$ cat src/hw/ths_regs.svh
// register offsets, field positions and reset values of the high-temperature stamp block
`ifndef THS_REGS_SVH
`define THS_REGS_SVH

// stamp registers are word indexes; the byte address is four times the index
`define THS_IDX_HOURS     6'h22
`define THS_IDX_DATE      6'h23
`define THS_OFF_HOURS     {`THS_IDX_HOURS, 2'b00}
`define THS_OFF_DATE      {`THS_IDX_DATE, 2'b00}
`define THS_OFF_CTRL      8'h40
`define THS_OFF_IRQ_STAT  8'h44
`define THS_OFF_IRQ_MASK  8'h48

`define THS_STAMP_RESET   8'h00
`define THS_STAMP_MSB     5
`define THS_CTRL_EN_BIT   0
`define THS_CTRL_OW_BIT   1
`define THS_CTRL_CLR_BIT  2
`define THS_CTRL_RESET    2'h0
`define THS_IRQ_CAP_BIT   0
`define THS_IRQ_CLR_BIT   1
`define THS_IRQ_W         2

`define THS_RESP_OKAY     2'h0
`define THS_RESP_SLVERR   2'h2

`endif

$ cat src/hw/ths_pkg.sv
// types of the high-temperature stamp block
package ths_pkg;

  typedef enum logic [1:0] {
    THS_W_IDLE = 2'b00,
    THS_W_RESP = 2'b01
  } ths_wstate_type;

  typedef struct packed {
    logic [7:0]     hours;
    logic [7:0]     date;
    logic           enable;
    logic           overwrite;
    logic           have_stamp;
    logic [1:0]     irq_stat;
    logic [1:0]     irq_mask;
    logic           irq;
    ths_wstate_type wstate;
    logic           awready;
    logic           wready;
    logic           aw_held;
    logic [7:0]     aw_addr;
    logic           w_held;
    logic [31:0]    w_data;
    logic [3:0]     w_strb;
    logic           bvalid;
    logic [1:0]     bresp;
    logic           arready;
    logic           rvalid;
    logic [31:0]    rdata;
    logic [1:0]     rresp;
  } ths_state_type;

endpackage

$ cat src/hw/ths_stamp.sv
// high-temperature event stamp of hours and date, with an axi4-lite register slave
//
// Local design decision: the AXI4-Lite interface to the registers.
`timescale 1ns/1ns
`default_nettype none
`include "ths_regs.svh"

module ths_stamp
  import ths_pkg::*;
(
  input  wire logic        core_clk,
  input  wire logic        resetn,
  input  wire logic        temp_high_event,
  input  wire logic [5:0]  cal_hours,
  input  wire logic [5:0]  cal_date,
  input  wire logic [7:0]  s_axi_awaddr,
  input  wire logic        s_axi_awvalid,
  output logic             s_axi_awready,
  input  wire logic [31:0] s_axi_wdata,
  input  wire logic [3:0]  s_axi_wstrb,
  input  wire logic        s_axi_wvalid,
  output logic             s_axi_wready,
  output logic [1:0]       s_axi_bresp,
  output logic             s_axi_bvalid,
  input  wire logic        s_axi_bready,
  input  wire logic [7:0]  s_axi_araddr,
  input  wire logic        s_axi_arvalid,
  output logic             s_axi_arready,
  output logic [31:0]      s_axi_rdata,
  output logic [1:0]       s_axi_rresp,
  output logic             s_axi_rvalid,
  input  wire logic        s_axi_rready,
  output logic [7:0]       temp_high_stamp_hours,
  output logic [7:0]       temp_high_stamp_date,
  output logic             irq
);

  // ----------------------------------------
  // helpers
  // ----------------------------------------
  function automatic logic addr_known(input logic [7:0] a);
    addr_known = (a[7:2] == `THS_OFF_CTRL >> 2) || (a[7:2] == `THS_OFF_IRQ_STAT >> 2) ||
                 (a[7:2] == `THS_OFF_IRQ_MASK >> 2) || (a == `THS_OFF_HOURS) ||
                 (a == `THS_OFF_DATE);
  endfunction

  ths_state_type state_r;
  ths_state_type state_nxt;
  logic          capture;
  logic          clear_req;
  logic          do_write;
  logic [7:0]    rd_addr;

  // ----------------------------------------
  // next state
  // ----------------------------------------
  always_comb begin
    state_nxt = state_r;
    do_write  = 1'b0;
    clear_req = 1'b0;
    rd_addr   = s_axi_araddr;

    // write channel: address and data taken in either order
    if (s_axi_awvalid && state_r.awready) begin
      state_nxt.aw_held = 1'b1;
      state_nxt.aw_addr = s_axi_awaddr;
      state_nxt.awready = 1'b0;
    end
    if (s_axi_wvalid && state_r.wready) begin
      state_nxt.w_held = 1'b1;
      state_nxt.w_data = s_axi_wdata;
      state_nxt.w_strb = s_axi_wstrb;
      state_nxt.wready = 1'b0;
    end
    case (state_r.wstate)
      THS_W_IDLE: begin
        if (state_r.aw_held && state_r.w_held) begin
          do_write          = 1'b1;
          state_nxt.aw_held = 1'b0;
          state_nxt.w_held  = 1'b0;
          state_nxt.bvalid  = 1'b1;
          state_nxt.bresp   = addr_known(state_r.aw_addr) ? `THS_RESP_OKAY : `THS_RESP_SLVERR;
          state_nxt.wstate  = THS_W_RESP;
        end
      end
      THS_W_RESP: begin
        if (s_axi_bready) begin
          state_nxt.bvalid  = 1'b0;
          state_nxt.awready = 1'b1;
          state_nxt.wready  = 1'b1;
          state_nxt.wstate  = THS_W_IDLE;
        end
      end
      default: state_nxt.wstate = THS_W_IDLE;
    endcase

    // register writes; stamp offsets fall through untouched
    if (do_write && state_r.w_strb[0]) begin
      if (state_r.aw_addr[7:2] == `THS_OFF_CTRL >> 2) begin
        state_nxt.enable    = state_r.w_data[`THS_CTRL_EN_BIT];
        state_nxt.overwrite = state_r.w_data[`THS_CTRL_OW_BIT];
        clear_req           = state_r.w_data[`THS_CTRL_CLR_BIT];
      end else if (state_r.aw_addr[7:2] == `THS_OFF_IRQ_MASK >> 2) begin
        state_nxt.irq_mask = state_r.w_data[`THS_IRQ_W-1:0];
      end
    end

    // capture and clear; clear at the same cycle as a capture lets the capture win
    capture = temp_high_event && state_r.enable &&
              (state_r.overwrite || !state_r.have_stamp);
    if (clear_req) begin
      state_nxt.hours      = `THS_STAMP_RESET;
      state_nxt.date       = `THS_STAMP_RESET;
      state_nxt.have_stamp = 1'b0;
      state_nxt.irq_stat[`THS_IRQ_CLR_BIT] = 1'b1;
    end
    if (capture) begin
      state_nxt.hours      = {2'b00, cal_hours};
      state_nxt.date       = {2'b00, cal_date};
      state_nxt.have_stamp = 1'b1;
    end

    // read channel, one cycle answer
    if (s_axi_arvalid && state_r.arready) begin
      state_nxt.arready = 1'b0;
      state_nxt.rvalid  = 1'b1;
      state_nxt.rresp   = `THS_RESP_OKAY;
      state_nxt.rdata   = 32'h0000_0000;
      if (rd_addr == `THS_OFF_HOURS) begin
        state_nxt.rdata[7:0] = {2'b00, state_r.hours[`THS_STAMP_MSB:0]};
      end else if (rd_addr == `THS_OFF_DATE) begin
        state_nxt.rdata[7:0] = {2'b00, state_r.date[`THS_STAMP_MSB:0]};
      end else if (rd_addr[7:2] == `THS_OFF_CTRL >> 2) begin
        state_nxt.rdata[`THS_CTRL_EN_BIT] = state_r.enable;
        state_nxt.rdata[`THS_CTRL_OW_BIT] = state_r.overwrite;
      end else if (rd_addr[7:2] == `THS_OFF_IRQ_STAT >> 2) begin
        state_nxt.rdata[`THS_IRQ_W-1:0] = state_r.irq_stat;
        state_nxt.irq_stat = 2'b00;
        if (clear_req) begin
          state_nxt.irq_stat[`THS_IRQ_CLR_BIT] = 1'b1;
        end
      end else if (rd_addr[7:2] == `THS_OFF_IRQ_MASK >> 2) begin
        state_nxt.rdata[`THS_IRQ_W-1:0] = state_r.irq_mask;
      end else begin
        state_nxt.rresp = `THS_RESP_SLVERR;
      end
    end else if (state_r.rvalid && s_axi_rready) begin
      state_nxt.rvalid  = 1'b0;
      state_nxt.arready = 1'b1;
    end
    if (capture) begin
      state_nxt.irq_stat[`THS_IRQ_CAP_BIT] = 1'b1;
    end
    state_nxt.irq = |(state_nxt.irq_stat & state_nxt.irq_mask);
  end

  // ----------------------------------------
  // state register
  // ----------------------------------------
  always_ff @(posedge core_clk or negedge resetn) begin
    if (!resetn) begin
      state_r           <= '0;
      state_r.hours     <= `THS_STAMP_RESET;
      state_r.date      <= `THS_STAMP_RESET;
      state_r.wstate    <= THS_W_IDLE;
      state_r.awready   <= 1'b1;
      state_r.wready    <= 1'b1;
      state_r.arready   <= 1'b1;
    end else begin
      state_r <= state_nxt;
    end
  end

  // ----------------------------------------
  // outputs
  // ----------------------------------------
  assign s_axi_awready         = state_r.awready;
  assign s_axi_wready          = state_r.wready;
  assign s_axi_bvalid          = state_r.bvalid;
  assign s_axi_bresp           = state_r.bresp;
  assign s_axi_arready         = state_r.arready;
  assign s_axi_rvalid          = state_r.rvalid;
  assign s_axi_rdata           = state_r.rdata;
  assign s_axi_rresp           = state_r.rresp;
  assign temp_high_stamp_hours = state_r.hours;
  assign temp_high_stamp_date  = state_r.date;
  assign irq                   = state_r.irq;

endmodule

`default_nettype wire

$ cat config.mk
export PLATFORM = sky130hd
export DESIGN_NAME = ths_stamp
export DESIGN_NICKNAME = d
export VERILOG_FILES = /design/src/hw/ths_pkg.sv /design/src/hw/ths_stamp.sv
export VERILOG_INCLUDE_DIRS = /design/src /design/src/hw
export SDC_FILE = /design/constraint.sdc
export NUM_CORES = 1
export LEC_CHECK = 0
export BUFFER_PORTS_ARGS = -buffer_cell sky130_fd_sc_hd__buf_2
export CAP_MARGIN = 5
export CORE_MARGIN = 5
export CORE_UTILIZATION = 41
export DETAILED_ROUTE_END_ITERATION = 16
export PLACE_DENSITY = 0.75
export SYNTH_ARGS = -nofsm -noshare
export SYNTH_HDL_FRONTEND = slang
export SYNTH_SLANG_ARGS = --single-unit
$ cat constraint.sdc
create_clock -name core_clk -period 1.9 [get_ports core_clk]
set_input_delay 0.095 -clock core_clk [delete_from_list [all_inputs] [get_ports core_clk]]
set_output_delay 0.095 -clock core_clk [all_outputs]
set_load 0.02 [all_outputs]
* Word level (Yosys, flattened, before mapping)
Cells that the tools add are included.
W data, S select, Z words.
** Word-level totals
- Bits in registers :: 89
- Output and inout port bits :: 58
- Logic and storage cells :: 106
** Operators by class
- Equality and inequality tests :: 13
- Multiplexer cells :: 47
- Bitwise logic cells :: 1
- Reduce and logical (&&, ||, !) cells :: 23
** Operator list (number)
- $mux W2 :: 23
- $mux W37 :: 1
- $eq A6 B5 Y1 const B :: 6
- $eq A8 B8 Y1 const B :: 4
- $mux W16 :: 2
- $mux W1 :: 14
- $mux W9 :: 1
- $logic_and A1 B1 Y1 :: 8
- $mux W4 :: 2
- $mux W6 :: 1
- $reduce_and A2 Y1 :: 3
- $reduce_bool A2 Y1 :: 3
- $logic_or A1 B1 Y1 :: 5
- $ne A2 B2 Y1 const B :: 2
- $pmux W2 S2 :: 1
- $mux W3 :: 1
- $reduce_and A3 Y1 :: 1
- $and A2 B2 Y2 :: 1
- $eq A2 B1 Y1 const B :: 1
- $logic_not A2 Y1 :: 1
- $pmux W1 S2 :: 1
- $reduce_or A2 Y1 :: 1
- $logic_not A1 Y1 :: 1

* Depth between registers and ports, before layout
- Word-level depth :: 14
- Mapped depth :: 5
- Depth with buffers taken out :: 4

* Worst setup path before layout
No wires, ideal clock.
- Path type :: register -> register
- Start point :: register state_r[83] (netlist bit)
- End point :: register state_r, in the netlist irq
- Arrival time :: 1.762 ns
- Required time :: 1.782 ns
- Path slack :: 0.020 ns
- Cell stages (with the launch flop) :: 5
- Buffers on the path :: 0
- Cell sequence :: dfrtp_1 -> or4b_4 -> nor4_4 -> mux2_2 -> a2bb2o_4
** RTL lines
- from (decl) :: line ths_stamp.sv:47 : ths_state_type state_r;
- from (signal assigned) :: line ths_stamp.sv:170 : state_r <= state_nxt;

* Worst setup path in the final report
- Start point :: register state_r[80] (netlist bit)
- End point :: register state_r[96] (netlist bit)
** On the way
- Cells in the longest elaborated chain, start to end :: 2
** Ends and longest elaborated chain
- $eq A6 B5 Y1 :: line ths_stamp.sv:99 : if (state_r.aw_addr[7:2] == `THS_OFF_CTRL >> 2) begin
- $reduce_and A2 Y1 (no source line)
No other way between the ends.
A chain may end at the register's enable or synchronous reset.

==> reports/qor.csv <==
metric,value,unit
status,"complete, no violations",
ANT nets after route,0,
slowest library cell on the worst path,or4b_4,
worst endpoint required time,2.09,ns
worst-case clock buffer depth,2,
gr usage total,13.3,%
Via density,4.56,
TritonCTS clock tree,done,
gr ovfl total,0,
RePlAce Congestion,0.730,
Chip Height,88.4,um
1st-iter DRT viols,65,
most frequent cells in the layout,"buf_2 (65), dfrtp_1 (45), nand2_1 (42), conb_1 (32), mux2_2 (12)",
register area share after synthesis,47.8,%
setup TNS,0,ns
Area after DPL,2730,um^2
"Max FO, Critical Path",3,
area fraction of the dominant cell type after synthesis,44.7,%
Mapped Avg Cell Area,10.7,um^2
FF-to-FF Start,state_r[80],
pwr dens,1050,nW/um^2
Clock Skew,0.00264,ns
H-Tree Depth,2,
via count,1732,
row count,28,
max-cap viol count,0,
hold crit path type,primary input to register,
initial antenna violation count,0,
clk sinks,48,
DRT Pass-1 Iters,4,
"Worst Setup Slack, final",0.0234,ns
largest cells by area after synthesis,"dfrtp_1 (45%), buf_4 (15%), nand2_1 (6.3%)",
synth-to-layout area growth,17.9,%
largest net degree at the start of global routing,49,
period utilisation layout,98.8,%
final hold vios,0,
I/O Pins,130,
crit path kind,register to register,
final hold slack,0.00512,ns
Rel. slew slack,60.5,%
"Clk Latency, worst-skew pair",0.29,ns
Max IR drop VDD,0.674,mV
CP Data Arrival Time,2.06,ns
final core occ,49.9,%
FMAX,0.533,GHz
NumNets Final,376,
Port Buffers,65,
root buffer cell,clkbuf_8,
critical path's largest stage delay,0.58,ns
diode count,0,
final WL,5040,um
synth unique cells,36,
Synth warnings,0,
Clock transition at path regs,0.08,ns
Startpoint Class,register,
RSZ-0062 raised after global routing,false,
fill cell count,562,
Routed WL per cell,13.3,um
width of the chip,88.4,um
Post-synth EDFFs,0,
CTS Buf Count,5,
"Async S/R FF share, synth",100,%
Detailed Place HPWL,3880,um
global-route wire length before repair,8060,um
layout cells sized above 1,39.3,%
HP Start,cal_hours[5],
Least-Margin Pin Slew,0.592,ns
Synth Instances,235,
vias in the first global route,1732,
"commonest non-fill, non-tap cell in the layout",buf_2,
Final Setup Violations,0,
post-route minimum period,1.88,ns
Worst Setup SP,state_r[80],
leakage,1.53,nW
die area,7810,um^2
Yosys reg bits,48,
Post-synth top flop,dfrtp_1,
final instance area,2970,um^2
Placement Setup Slack,-0.0490,ns
critical path endpoint category,register,
synthesized area,2520,um^2
drt drc,0,
cells along the critical path,or4b_4 -> buf_6 -> or3_4 -> mux2_4,
initial core utilization,42.3,%
post-synth top area cell,dfrtp_1,
"Slew Viols, Final",0,
Core Region,5960,um^2
[final cells by class]
cell class	instances	area [um^2]	share of cell area [%]
sequential	48	1200	40.6
clock buffer	8	90.1	3.03
tap	75	93.8	3.16
timing repair buffer	88	552	18.6
inverter	11	41.3	1.39
multi-input combinational	150	988	33.3
[flip-flops by register name, summed over array words and instances, names as in the netlist]
signal / cells
state_r: 22
s_axi_rdata: 6
temp_high_stamp_date: 6
temp_high_stamp_hours: 6
irq: 1
s_axi_arready: 1
s_axi_awready: 1
s_axi_bresp: 1
s_axi_bvalid: 1
s_axi_rresp: 1
s_axi_rvalid: 1
s_axi_wready: 1
[Yosys cell counts (2+ instances only)]
cell type  count
nand2_1       42
a21boi_0       3
o21ai_2       10
buf_4         52
a21oi_1        2
mux2_4         2
a2bb2oi_1      2
clkbuf_1       3
dfrtp_1       45
mux2i_1       10
o31ai_1        5
mux2_2        13
o2bb2ai_1      2
o21ai_0       10
inv_1         11
dfstp_2        3
[path summary, 6_finish.rpt]
path | depth (start not counted) | to | slack [ns]
hold / removal | 3 | temp_high_stamp_hours[5] | 0.005
min in group asynchronous | 3 | state_r[76] | 0.43
hold reg to reg | 2 | s_axi_rdata[3] | 0.48
max in group asynchronous | 3 | temp_high_stamp_hours[5] | 1.07
setup / recovery | 4 | state_r[96] | 0.02
setup reg to reg | 4 | state_r[96] | 0.02
[per-layer routing]
metal / GRT usage, % / vias up / routed length (um)
met5: 0 / - / 0
met4: 3.57 / 0 / 46
met3: 3.82 / 6 / 441
met2: 21.5 / 70 / 2460
met1: 17.5 / 809 / 2100
li1: - / 847 / -
[through the flow]
step	total power [mW]	instances
floorplan	2.24	266
detailed placement	2.49	359
finish	3.11	380
CTS	3.13	380
global placement	2.44	359
global route	3.33	380
[cell families after synthesis]
kind of cell,after synthesis,synth area share [%]
AO/OA/AOI/OAI,38,11.4
buffers and inverters,68,18.2
flip-flops,48,47.8
multiplexers,25,11.0
other,1,0.149
AND/OR/NAND/NOR,55,11.4
[critical path: cells and delay by family, from the launching register on]
kind / cells / cell delay [ns]
simple gates: 2 / 0.92
flops: 1 / 0.39
mux: 1 / 0.30
buf+inv: 1 / 0.15
[repair_timing]
item,4_1_cts,5_1_grt
gates resized for setup,1,2
hold endpoints to repair,54,0
buffers inserted,3,0
setup endpoints to repair,3,3
pin swaps,3,1
hold buffers,10,0
[report_power, final]
| group | internal, mW | total, mW | switching, mW |
|---|---|---|---|
| clock | 0.297 | 0.621 | 0.324 |
| combinational | 0.451 | 0.959 | 0.508 |
| sequential | 1.32 | 1.53 | 0.202 |
| total | 2.07 | 3.11 | 1.03 |
Power figures use the tool's default switching activity.
